### src/gps_pkg.sv
// Constants for the global pulse-select and identification register bank.
// Assumes a host parallel register port with an 8-bit address, 8-bit data, and
// single-cycle read and write strobes in the clk domain.
// Operation
// - Bit 0 at 0xF4 enables custom pulse generators, effective only in E1 mode.
// - Setting the enable puts every E1-mode channel of the 14 into custom mode together.
// - In custom mode each channel shapes from its own shape registers 8..F.
// - Enable cleared at reset; standard E1 template used on all E1-mode channels.
// - Read-only 8-bit part identifier at offset 0xFE.
// - Read-only 8-bit silicon revision at offset 0xFF, hard-wired per revision.
package gps_pkg;
  // ----------------------------------------------------------------
  // Register map
  // ----------------------------------------------------------------
  localparam logic [7:0] GPS_OFS_SHAPE_SEL = 8'hF4;
  localparam logic [7:0] GPS_OFS_PART_ID   = 8'hFE;
  localparam logic [7:0] GPS_OFS_REVISION  = 8'hFF;
  localparam int         GPS_ENABLE_BIT    = 0;
  localparam logic       GPS_ENABLE_RESET  = 1'h0;
  localparam logic [7:0] GPS_RDATA_RESET   = 8'h00;
  // ----------------------------------------------------------------
  // Channel structure
  // ----------------------------------------------------------------
  localparam int         GPS_NUM_CH        = 14;
  localparam logic [3:0] GPS_SHAPE_FIRST   = 4'h8;
  localparam logic [3:0] GPS_SHAPE_LAST    = 4'hF;
endpackage : gps_pkg

### src/gps_ch_mode.sv
// Per-channel pulse-shape source selector.
// Assumes the global enable and the channel's E1 mode come from registered state.
`timescale 1ns/1ps
`default_nettype none
module gps_ch_mode (
  input  wire logic clk,
  input  wire logic rst_n,
  input  wire logic global_en,
  input  wire logic ch_e1_mode,
  output logic      custom_shape_ff
);
  import gps_pkg::*;

  typedef struct packed {
    logic custom;
  } gps_ch_state_t;

  gps_ch_state_t st_ff;
  gps_ch_state_t nxt_st;

  // ----------------------------------------------------------------
  // Source select
  // ----------------------------------------------------------------
  // Custom shaping only applies to a channel running E1; T1/J1 keep their own templates.
  always_comb begin
    nxt_st        = st_ff;
    nxt_st.custom = global_en & ch_e1_mode;
  end

  // State register; reset selects the standard template.
  always_ff @(posedge clk or negedge rst_n) begin
    if (!rst_n) begin
      st_ff <= '{custom: GPS_ENABLE_RESET};
    end else begin
      st_ff <= nxt_st;
    end
  end

  assign custom_shape_ff = st_ff.custom;
endmodule : gps_ch_mode
`default_nettype wire

### src/gps_regs.sv
// Global pulse-select and identification register bank, top level.
// Assumes host strobes are one-cycle pulses synchronous to clk; read data
// appears on the edge after the read strobe and holds until the next read.
// Assumes each channel's E1 mode select is a steady level from that channel's setup.
`timescale 1ns/1ps
`default_nettype none
// Identity values are parameters, so a new silicon revision only changes the instance.
module gps_regs #(
  parameter logic [7:0] PART_ID  = 8'h5A, // Arbitrary neutral value.
  parameter logic [7:0] REVISION = 8'h03  // Arbitrary neutral value.
) (
  input  wire logic                       clk,
  input  wire logic                       rst_n,
  input  wire logic [7:0]                 host_addr,
  input  wire logic [7:0]                 host_wdata,
  input  wire logic                       host_wr,
  input  wire logic                       host_rd,
  input  wire logic [gps_pkg::GPS_NUM_CH-1:0] ch_e1_mode,
  output logic      [7:0]                 host_rdata,
  output logic                            e1_custom_shape_enable,
  output logic      [gps_pkg::GPS_NUM_CH-1:0] ch_custom_shape
);
  import gps_pkg::*;

  // Read data is held in state so the read port shows a flop, not the address decode.
  typedef struct packed {
    logic       enable;
    logic [7:0] rdata;
  } gps_state_t;

  gps_state_t st_ff;
  gps_state_t nxt_st;

  // Channel selects gathered on a net, so that each instance owns exactly one bit.
  wire logic [GPS_NUM_CH-1:0] ch_shape_sel;

  // Select-register hit, shared by the write path and some of the checks.
  function automatic logic sel_hit(input logic [7:0] a);
    return a == GPS_OFS_SHAPE_SEL;
  endfunction : sel_hit

  // Read decode; unmapped offsets answer zero so a probe never sees stale data.
  function automatic logic [7:0] rd_value(input logic [7:0] a, input logic en);
    logic [7:0] v;
    v = 8'h00;
    unique case (a)
      GPS_OFS_SHAPE_SEL: v = {7'h00, en};
      GPS_OFS_PART_ID:   v = PART_ID;
      GPS_OFS_REVISION:  v = REVISION;
      default:           v = 8'h00;
    endcase
    return v;
  endfunction : rd_value

  // ----------------------------------------------------------------
  // Register access
  // ----------------------------------------------------------------
  // Only bit 0 of the select register is stored; everything else drops writes.
  // Reads use the stored bit, so a read and a write in one cycle return the old value.
  always_comb begin
    nxt_st = st_ff;
    if (host_wr && sel_hit(host_addr)) begin
      nxt_st.enable = host_wdata[GPS_ENABLE_BIT];
    end
    if (host_rd) begin
      nxt_st.rdata = rd_value(host_addr, st_ff.enable);
    end
  end

  // Single state register.
  // Reset is asynchronous, so the standard template returns even with clk stopped.
  always_ff @(posedge clk or negedge rst_n) begin
    if (!rst_n) begin
      st_ff <= '{enable: GPS_ENABLE_RESET, rdata: GPS_RDATA_RESET};
    end else begin
      st_ff <= nxt_st;
    end
  end

  assign host_rdata             = st_ff.rdata;
  assign e1_custom_shape_enable = st_ff.enable;

  // ----------------------------------------------------------------
  // Channel fan-out
  // ----------------------------------------------------------------
  // One global bit drives every channel, so all switch on the same edge.
  // E1 gating sits in each channel, so T1/J1 channels never act on the enable.
  genvar gi;
  generate
    for (gi = 0; gi < GPS_NUM_CH; gi++) begin : g_ch
      gps_ch_mode u_ch (
        .clk             (clk),
        .rst_n           (rst_n),
        .global_en       (st_ff.enable),
        .ch_e1_mode      (ch_e1_mode[gi]),
        .custom_shape_ff (ch_shape_sel[gi])
      );
    end
  endgenerate

  // Each bit is a flop inside its channel; this only renames the net onto the port.
  assign ch_custom_shape = ch_shape_sel;

  // ----------------------------------------------------------------
  // Checks
  // ----------------------------------------------------------------
  // All checks run on clk and are switched off while rst_n is low.
  // Write path.
  property p_write_en;
    @(posedge clk) disable iff (!rst_n)
      host_wr && host_addr == GPS_OFS_SHAPE_SEL |=> e1_custom_shape_enable == $past(host_wdata[0]);
  endproperty
  a_write_en: assert property (p_write_en) else $error("enable did not follow write");

  // Channel fan-out follows the enable and the mode with one cycle of lag.
  property p_all_ch;
    @(posedge clk) disable iff (!rst_n)
      ##1 1 |-> ch_custom_shape == ({GPS_NUM_CH{$past(e1_custom_shape_enable)}} & $past(ch_e1_mode));
  endproperty
  a_all_ch: assert property (p_all_ch) else $error("channel modes not in step");

  property p_no_t1;
    @(posedge clk) disable iff (!rst_n)
      ##1 1 |-> (ch_custom_shape & ~$past(ch_e1_mode)) == '0;
  endproperty
  a_no_t1: assert property (p_no_t1) else $error("custom shape on non-E1 channel");

  property p_std;
    @(posedge clk) disable iff (!rst_n)
      !e1_custom_shape_enable ##1 1 |-> ch_custom_shape == '0;
  endproperty
  a_std: assert property (p_std) else $error("custom shape while disabled");

  // Identity reads.
  property p_pid;
    @(posedge clk) disable iff (!rst_n)
      host_rd && host_addr == GPS_OFS_PART_ID |=> host_rdata == PART_ID;
  endproperty
  a_pid: assert property (p_pid) else $error("bad part identifier");

  property p_rev;
    @(posedge clk) disable iff (!rst_n)
      host_rd && host_addr == GPS_OFS_REVISION |=> host_rdata == REVISION;
  endproperty
  a_rev: assert property (p_rev) else $error("bad revision");

  // Reserved bits and read-only offsets.
  property p_resv;
    @(posedge clk) disable iff (!rst_n)
      host_rd && host_addr == GPS_OFS_SHAPE_SEL |=> host_rdata[7:1] == 7'h00;
  endproperty
  a_resv: assert property (p_resv) else $error("reserved bits not zero");

  property p_ro_wr;
    @(posedge clk) disable iff (!rst_n)
      host_wr && host_addr != GPS_OFS_SHAPE_SEL |=> $stable(e1_custom_shape_enable);
  endproperty
  a_ro_wr: assert property (p_ro_wr) else $error("enable changed by other write");

  // Read data only moves on a read.
  property p_hold;
    @(posedge clk) disable iff (!rst_n)
      !host_rd |=> $stable(host_rdata);
  endproperty
  a_hold: assert property (p_hold) else $error("read data moved without read");

  // Select readback shows the stored bit in bit 0.
  property p_rd_sel;
    @(posedge clk) disable iff (!rst_n)
      host_rd && sel_hit(host_addr) |=> host_rdata[0] == $past(e1_custom_shape_enable);
  endproperty
  a_rd_sel: assert property (p_rd_sel) else $error("select readback wrong");

  // Unmapped offsets read as zero.
  property p_unmapped;
    @(posedge clk) disable iff (!rst_n)
      host_rd && !sel_hit(host_addr) && host_addr != GPS_OFS_PART_ID
        && host_addr != GPS_OFS_REVISION |=> host_rdata == 8'h00;
  endproperty
  a_unmapped: assert property (p_unmapped) else $error("unmapped read not zero");

  property p_en_quiet;
    @(posedge clk) disable iff (!rst_n)
      !host_wr |=> $stable(e1_custom_shape_enable);
  endproperty
  a_en_quiet: assert property (p_en_quiet) else $error("enable moved without write");

  // A write of one reaches every E1 channel two edges after the strobe.
  property p_wr_on;
    @(posedge clk) disable iff (!rst_n)
      host_wr && sel_hit(host_addr) && host_wdata[GPS_ENABLE_BIT]
        |=> ##1 ch_custom_shape == $past(ch_e1_mode);
  endproperty
  a_wr_on: assert property (p_wr_on) else $error("channels missed the enable");

  property p_wr_off;
    @(posedge clk) disable iff (!rst_n)
      host_wr && sel_hit(host_addr) && !host_wdata[GPS_ENABLE_BIT] |=> ##1 ch_custom_shape == '0;
  endproperty
  a_wr_off: assert property (p_wr_off) else $error("channels kept custom shape");

  // Per-channel edges: a channel only switches when its own inputs call for it.
  generate
    for (gi = 0; gi < GPS_NUM_CH; gi++) begin : g_ch_chk
      property p_ch_rise;
        @(posedge clk) disable iff (!rst_n)
          $rose(ch_custom_shape[gi]) |-> $past(e1_custom_shape_enable) && $past(ch_e1_mode[gi]);
      endproperty
      a_ch_rise: assert property (p_ch_rise) else $error("channel switched on alone");

      property p_ch_fall;
        @(posedge clk) disable iff (!rst_n)
          $fell(ch_custom_shape[gi])
            |-> !($past(e1_custom_shape_enable) && $past(ch_e1_mode[gi]));
      endproperty
      a_ch_fall: assert property (p_ch_fall) else $error("channel switched off alone");

      property p_ch_hold;
        @(posedge clk) disable iff (!rst_n)
          $stable(e1_custom_shape_enable) && $stable(ch_e1_mode[gi]) ##1 1
            |-> $stable(ch_custom_shape[gi]);
      endproperty
      a_ch_hold: assert property (p_ch_hold) else $error("channel source moved alone");
    end
  endgenerate

  // Covers: enable rising, all channels custom, a mixed set, an identity read.

  c_enable: cover property (@(posedge clk) disable iff (!rst_n) $rose(e1_custom_shape_enable));
  c_all:    cover property (@(posedge clk) disable iff (!rst_n) &ch_custom_shape);
  c_mixed:  cover property (@(posedge clk) disable iff (!rst_n)
                            ch_custom_shape != '0 && !(&ch_custom_shape));
  c_pid:    cover property (@(posedge clk) disable iff (!rst_n)
                            host_rd && host_addr == GPS_OFS_PART_ID);
endmodule : gps_regs
`default_nettype wire

### config.mk
export PLATFORM = sky130hd
export DESIGN_NAME = gps_regs
export DESIGN_NICKNAME = d
export VERILOG_FILES = /design/src/gps_pkg.sv /design/src/gps_ch_mode.sv /design/src/gps_regs.sv
export SDC_FILE = /design/constraint.sdc
export NUM_CORES = 1
export LEC_CHECK = 0
export BUFFER_PORTS_ARGS = -buffer_cell sky130_fd_sc_hd__buf_4
export CAP_MARGIN = 30
export CORE_MARGIN = 2
export CORE_UTILIZATION = 41
export CTS_BUF_LIST = sky130_fd_sc_hd__clkbuf_8
export DETAILED_ROUTE_END_ITERATION = 8
export PLACE_DENSITY = 0.81
export SYNTH_ARGS = -nofsm -noshare
export SYNTH_HDL_FRONTEND = slang
export SYNTH_SLANG_ARGS = --single-unit
### constraint.sdc
create_clock -name clk -period 1.19 [get_ports clk]
set_clock_uncertainty 0.2 [all_clocks]
set_input_delay 0.0595 -clock clk [delete_from_list [all_inputs] [get_ports clk]]
set_output_delay 0.0595 -clock clk [all_outputs]
set_load 0.02 [all_outputs]
==> impl_metrics.tcl <==
set metrics [dict create \
    outcome "complete, but fails checks" \
    start_util_pct 44.7 \
    finalWirelength_mm 1.72 \
    cp-start-kind "register" \
    max_freq_ghz 0.853 \
    dpl_cell_area_um2 1030 \
    synth-seq-area-share_pct 57.1 \
    hold-path-cell-count 3 \
    antenna_found_initial 0 \
    crit_top_cell "buf_6" \
    cp.depth 2 \
    pwr-share-clk_pct 31.6 \
    worstHoldPathType "primary input to register" \
    slowest_delay_ns 0.42 \
    slowest_stage "dfrtp_2" \
    clockRootBuffer "clkbuf_8" \
    insertion_delay_ns 0.24 \
    setup_tns_ns 0 \
    pwr-share-seq_pct 50.8 \
    ys_seq_elements 18 \
    die_w_um 47.8 \
    die_area_um2 2290 \
    timing.final.crit_share_pct 98.5 \
    switching_share_pct 20.7 \
    area_growth_syn_to_layout_pct 65.2 \
    num_vias 604 \
    grt.total_usage_pct 15.2 \
    cts_htree_levels 1 \
    gp_congestion 0.730 \
    arrival_ns 0.91 \
    stdcell_area_um2 1300 \
    cts.path.max_buffers 2 \
    gr-total-overflow 0 \
    syn-cell-area_um2 788 \
    grt_pass1_vias 530 \
    ios 57 \
    critical_path_class "register to primary output" \
    critPathMaxFanout 6 \
    maxCapViolCount 0 \
    drive_gt1_share_pct 45.1 \
    synth_cell_types 16 \
    p_sw_mw 0.258 \
    comb_power_share_pct 17.6 \
    total_leakage_power_nw 0.687 \
    tritoncts "yes" \
    syn_inst 68 \
    fin_crit_ns 1.17 \
    yosys.area.top_type "dfrtp_1" \
    vdd_ir_drop_max_v 0.000714 \
    p_int_mw 0.985 \
    io_buffers 46 \
    antenna_cells 0 \
    die_h_um 47.8 \
    reg2reg_from "e1_custom_shape_enable" \
    placed_cells 122 \
    dr.pass1.iters 1 \
    fin_nets 158 \
    power.density_nw_per_um2 954 \
    wl_per_cell_um 11.7 \
    setup_violations 0 \
    grt_pass1_wl_mm 2.33 \
    rr_worst_depth 2 \
    drc 0 \
    instances_no_fill 147 \
    worst_r2r_endpoint "e1_custom_shape_enable" \
    crit_family "flip-flops" \
    nFillCells 141 \
    slew_violations 0 \
    hold_slack_ns -0.0448 \
    crit_buf_inv 2 \
    postRouteAntennaNets 0 \
    synthDominantCellAreaShare_pct 57.1 \
    clk_pin_slew_ns 0.06 \
    rows 15 \
    path_cells "buf_6 > buf_6" \
    rrSetupSlack_ns 0.04 \
    drt_iter0_markers 0 \
    crit_end "e1_custom_shape_enable" \
    yosys-top-cells-area "dfrtp_1, buf_4, and2_1, nand4_1, o22ai_1" \
    rsz0062_at_grt "yes" \
    violations "negative hold slack" \
    hpwl_mm 1.18 \
    yosysWarningCount 0 \
    required_ns 0.93 \
    crit_start "e1_custom_shape_enable" \
    hold_violations 3 \
    cts_buffers 3 \
    core_area_um2 1760 \
    end_kind "primary output" \
    clock_sinks 18 \
    routed_via_density 4.11 \
    grt_max_degree 19 \
    postSynthAreaPerCell_um2 11.6 \
]
-- what timing repair did --
| item | 4_1_cts | 5_1_grt |
|---|---|---|
| buffers inserted | 1 | 1 |
| setup endpoints to repair | 1 | 2 |
| hold endpoints to repair | 36 | 4 |
| hold buffers | 18 | 2 |
| resized for setup | 3 | 1 |
-- routing by layer --
| metal | part of all wire, % | vias up | GRT usage [%] |
|---|---|---|---|
| met5 | 0 | - | 0 |
| met4 | 0 | 0 | 6.49 |
| met3 | 3.7 | 0 | 2.26 |
| met2 | 61 | 18 | 29.1 |
| met1 | 35 | 282 | 16.4 |
| li1 | - | 304 | - |
-- power groups by stage --
stage / combinational [mW] / sequential (mW) / clock [mW]
final: 0.218 / 0.632 / 0.393
after global placement: 0.150 / 0.644 / 0
after detailed placement: 0.155 / 0.644 / 0
after floorplan: 0.0694 / 0.645 / 0
after CTS: 0.209 / 0.631 / 0.401
after global routing: 0.234 / 0.633 / 0.428
-- Yosys cell counts (all sizes together) --
master / n
buf: 19
dfrtp: 18
and2: 14
inv: 3
nand4: 2
o22ai: 2
a21oi: 1
and3: 1
and4: 1
clkbuf: 1
conb: 1
mux2: 1
mux2i: 1
nand2b: 1
nand3: 1
nor3: 1
-- placed cells by master, fill, tap and decap left out --
| master | count |
|---|---|
| dfrtp_2 | 1 |
| mux2_1 | 1 |
| dfrtp_1 | 17 |
| dlygate4sd3_1 | 20 |
| o22ai_1 | 2 |
| buf_6 | 3 |
| conb_1 | 3 |
| buf_4 | 46 |
| and4_1 | 1 |
| nand2b_1 | 1 |
| clkbuf_8 | 3 |
| inv_1 | 3 |
| a21oi_1 | 1 |
| nand3_1 | 1 |
| and2_1 | 14 |
| nand4_1 | 2 |
| nor3_2 | 1 |
| and3_2 | 1 |
| mux2i_1 | 1 |
-- per-stage QoR --
step	utilization (%)	worst slack, ns	power, mW
floorplan	-	0.0757	0.714
global placement	58.6	0.0559	0.794
detailed placement	58.6	0.00382	0.799
CTS	72.1	0.0205	1.24
global route	73.8	-0.00714	1.30
finish	73.8	0.0179	1.24
-- sequential cells by signal, summed over array words and instances, names as in the netlist --
register	cells
e1_custom_shape_enable	1
g_ch.u_ch.custom_shape_ff	14
host_rdata	3
-- worst min-delay path by stage --
stage                       startpoint                             to  slack (ns)
after global placement           rst_n  g_ch[13].u_ch.custom_shape_ff       -0.27
after detailed placement         rst_n  g_ch[13].u_ch.custom_shape_ff       -0.27
after CTS                 host_addr[4]                  host_rdata[0]       -0.09
after global routing           host_wr         e1_custom_shape_enable       -0.02
after floorplan                  rst_n         e1_custom_shape_enable       -0.44
final                          host_wr         e1_custom_shape_enable       -0.04
-- cell families after synthesis --
family / synth area share, %
compound gates: 2.22
buf+inv: 20.0
flops: 57.1
simple gates: 17.5
other cells: 0.476
mux: 2.70
-- worst min-delay path, stage by stage --
cell     delay (ns)
buf_4          0.11
nand4_1        0.07
mux2_1         0.13
-- layout make-up --
| cell class | instances | area, µm² | share of cell area (%) |
|---|---|---|---|
| Clock buffer | 3 | 41.3 | 3.17 |
| Timing Repair Buffer | 69 | 579 | 44.5 |
| Sequential cell | 18 | 452 | 34.7 |
| Inverter | 3 | 11.3 | 0.865 |
| Tap cell | 25 | 31.3 | 2.40 |
| Multi-Input combinational cell | 29 | 188 | 14.4 |
Power figures use the tool's default switching activity.
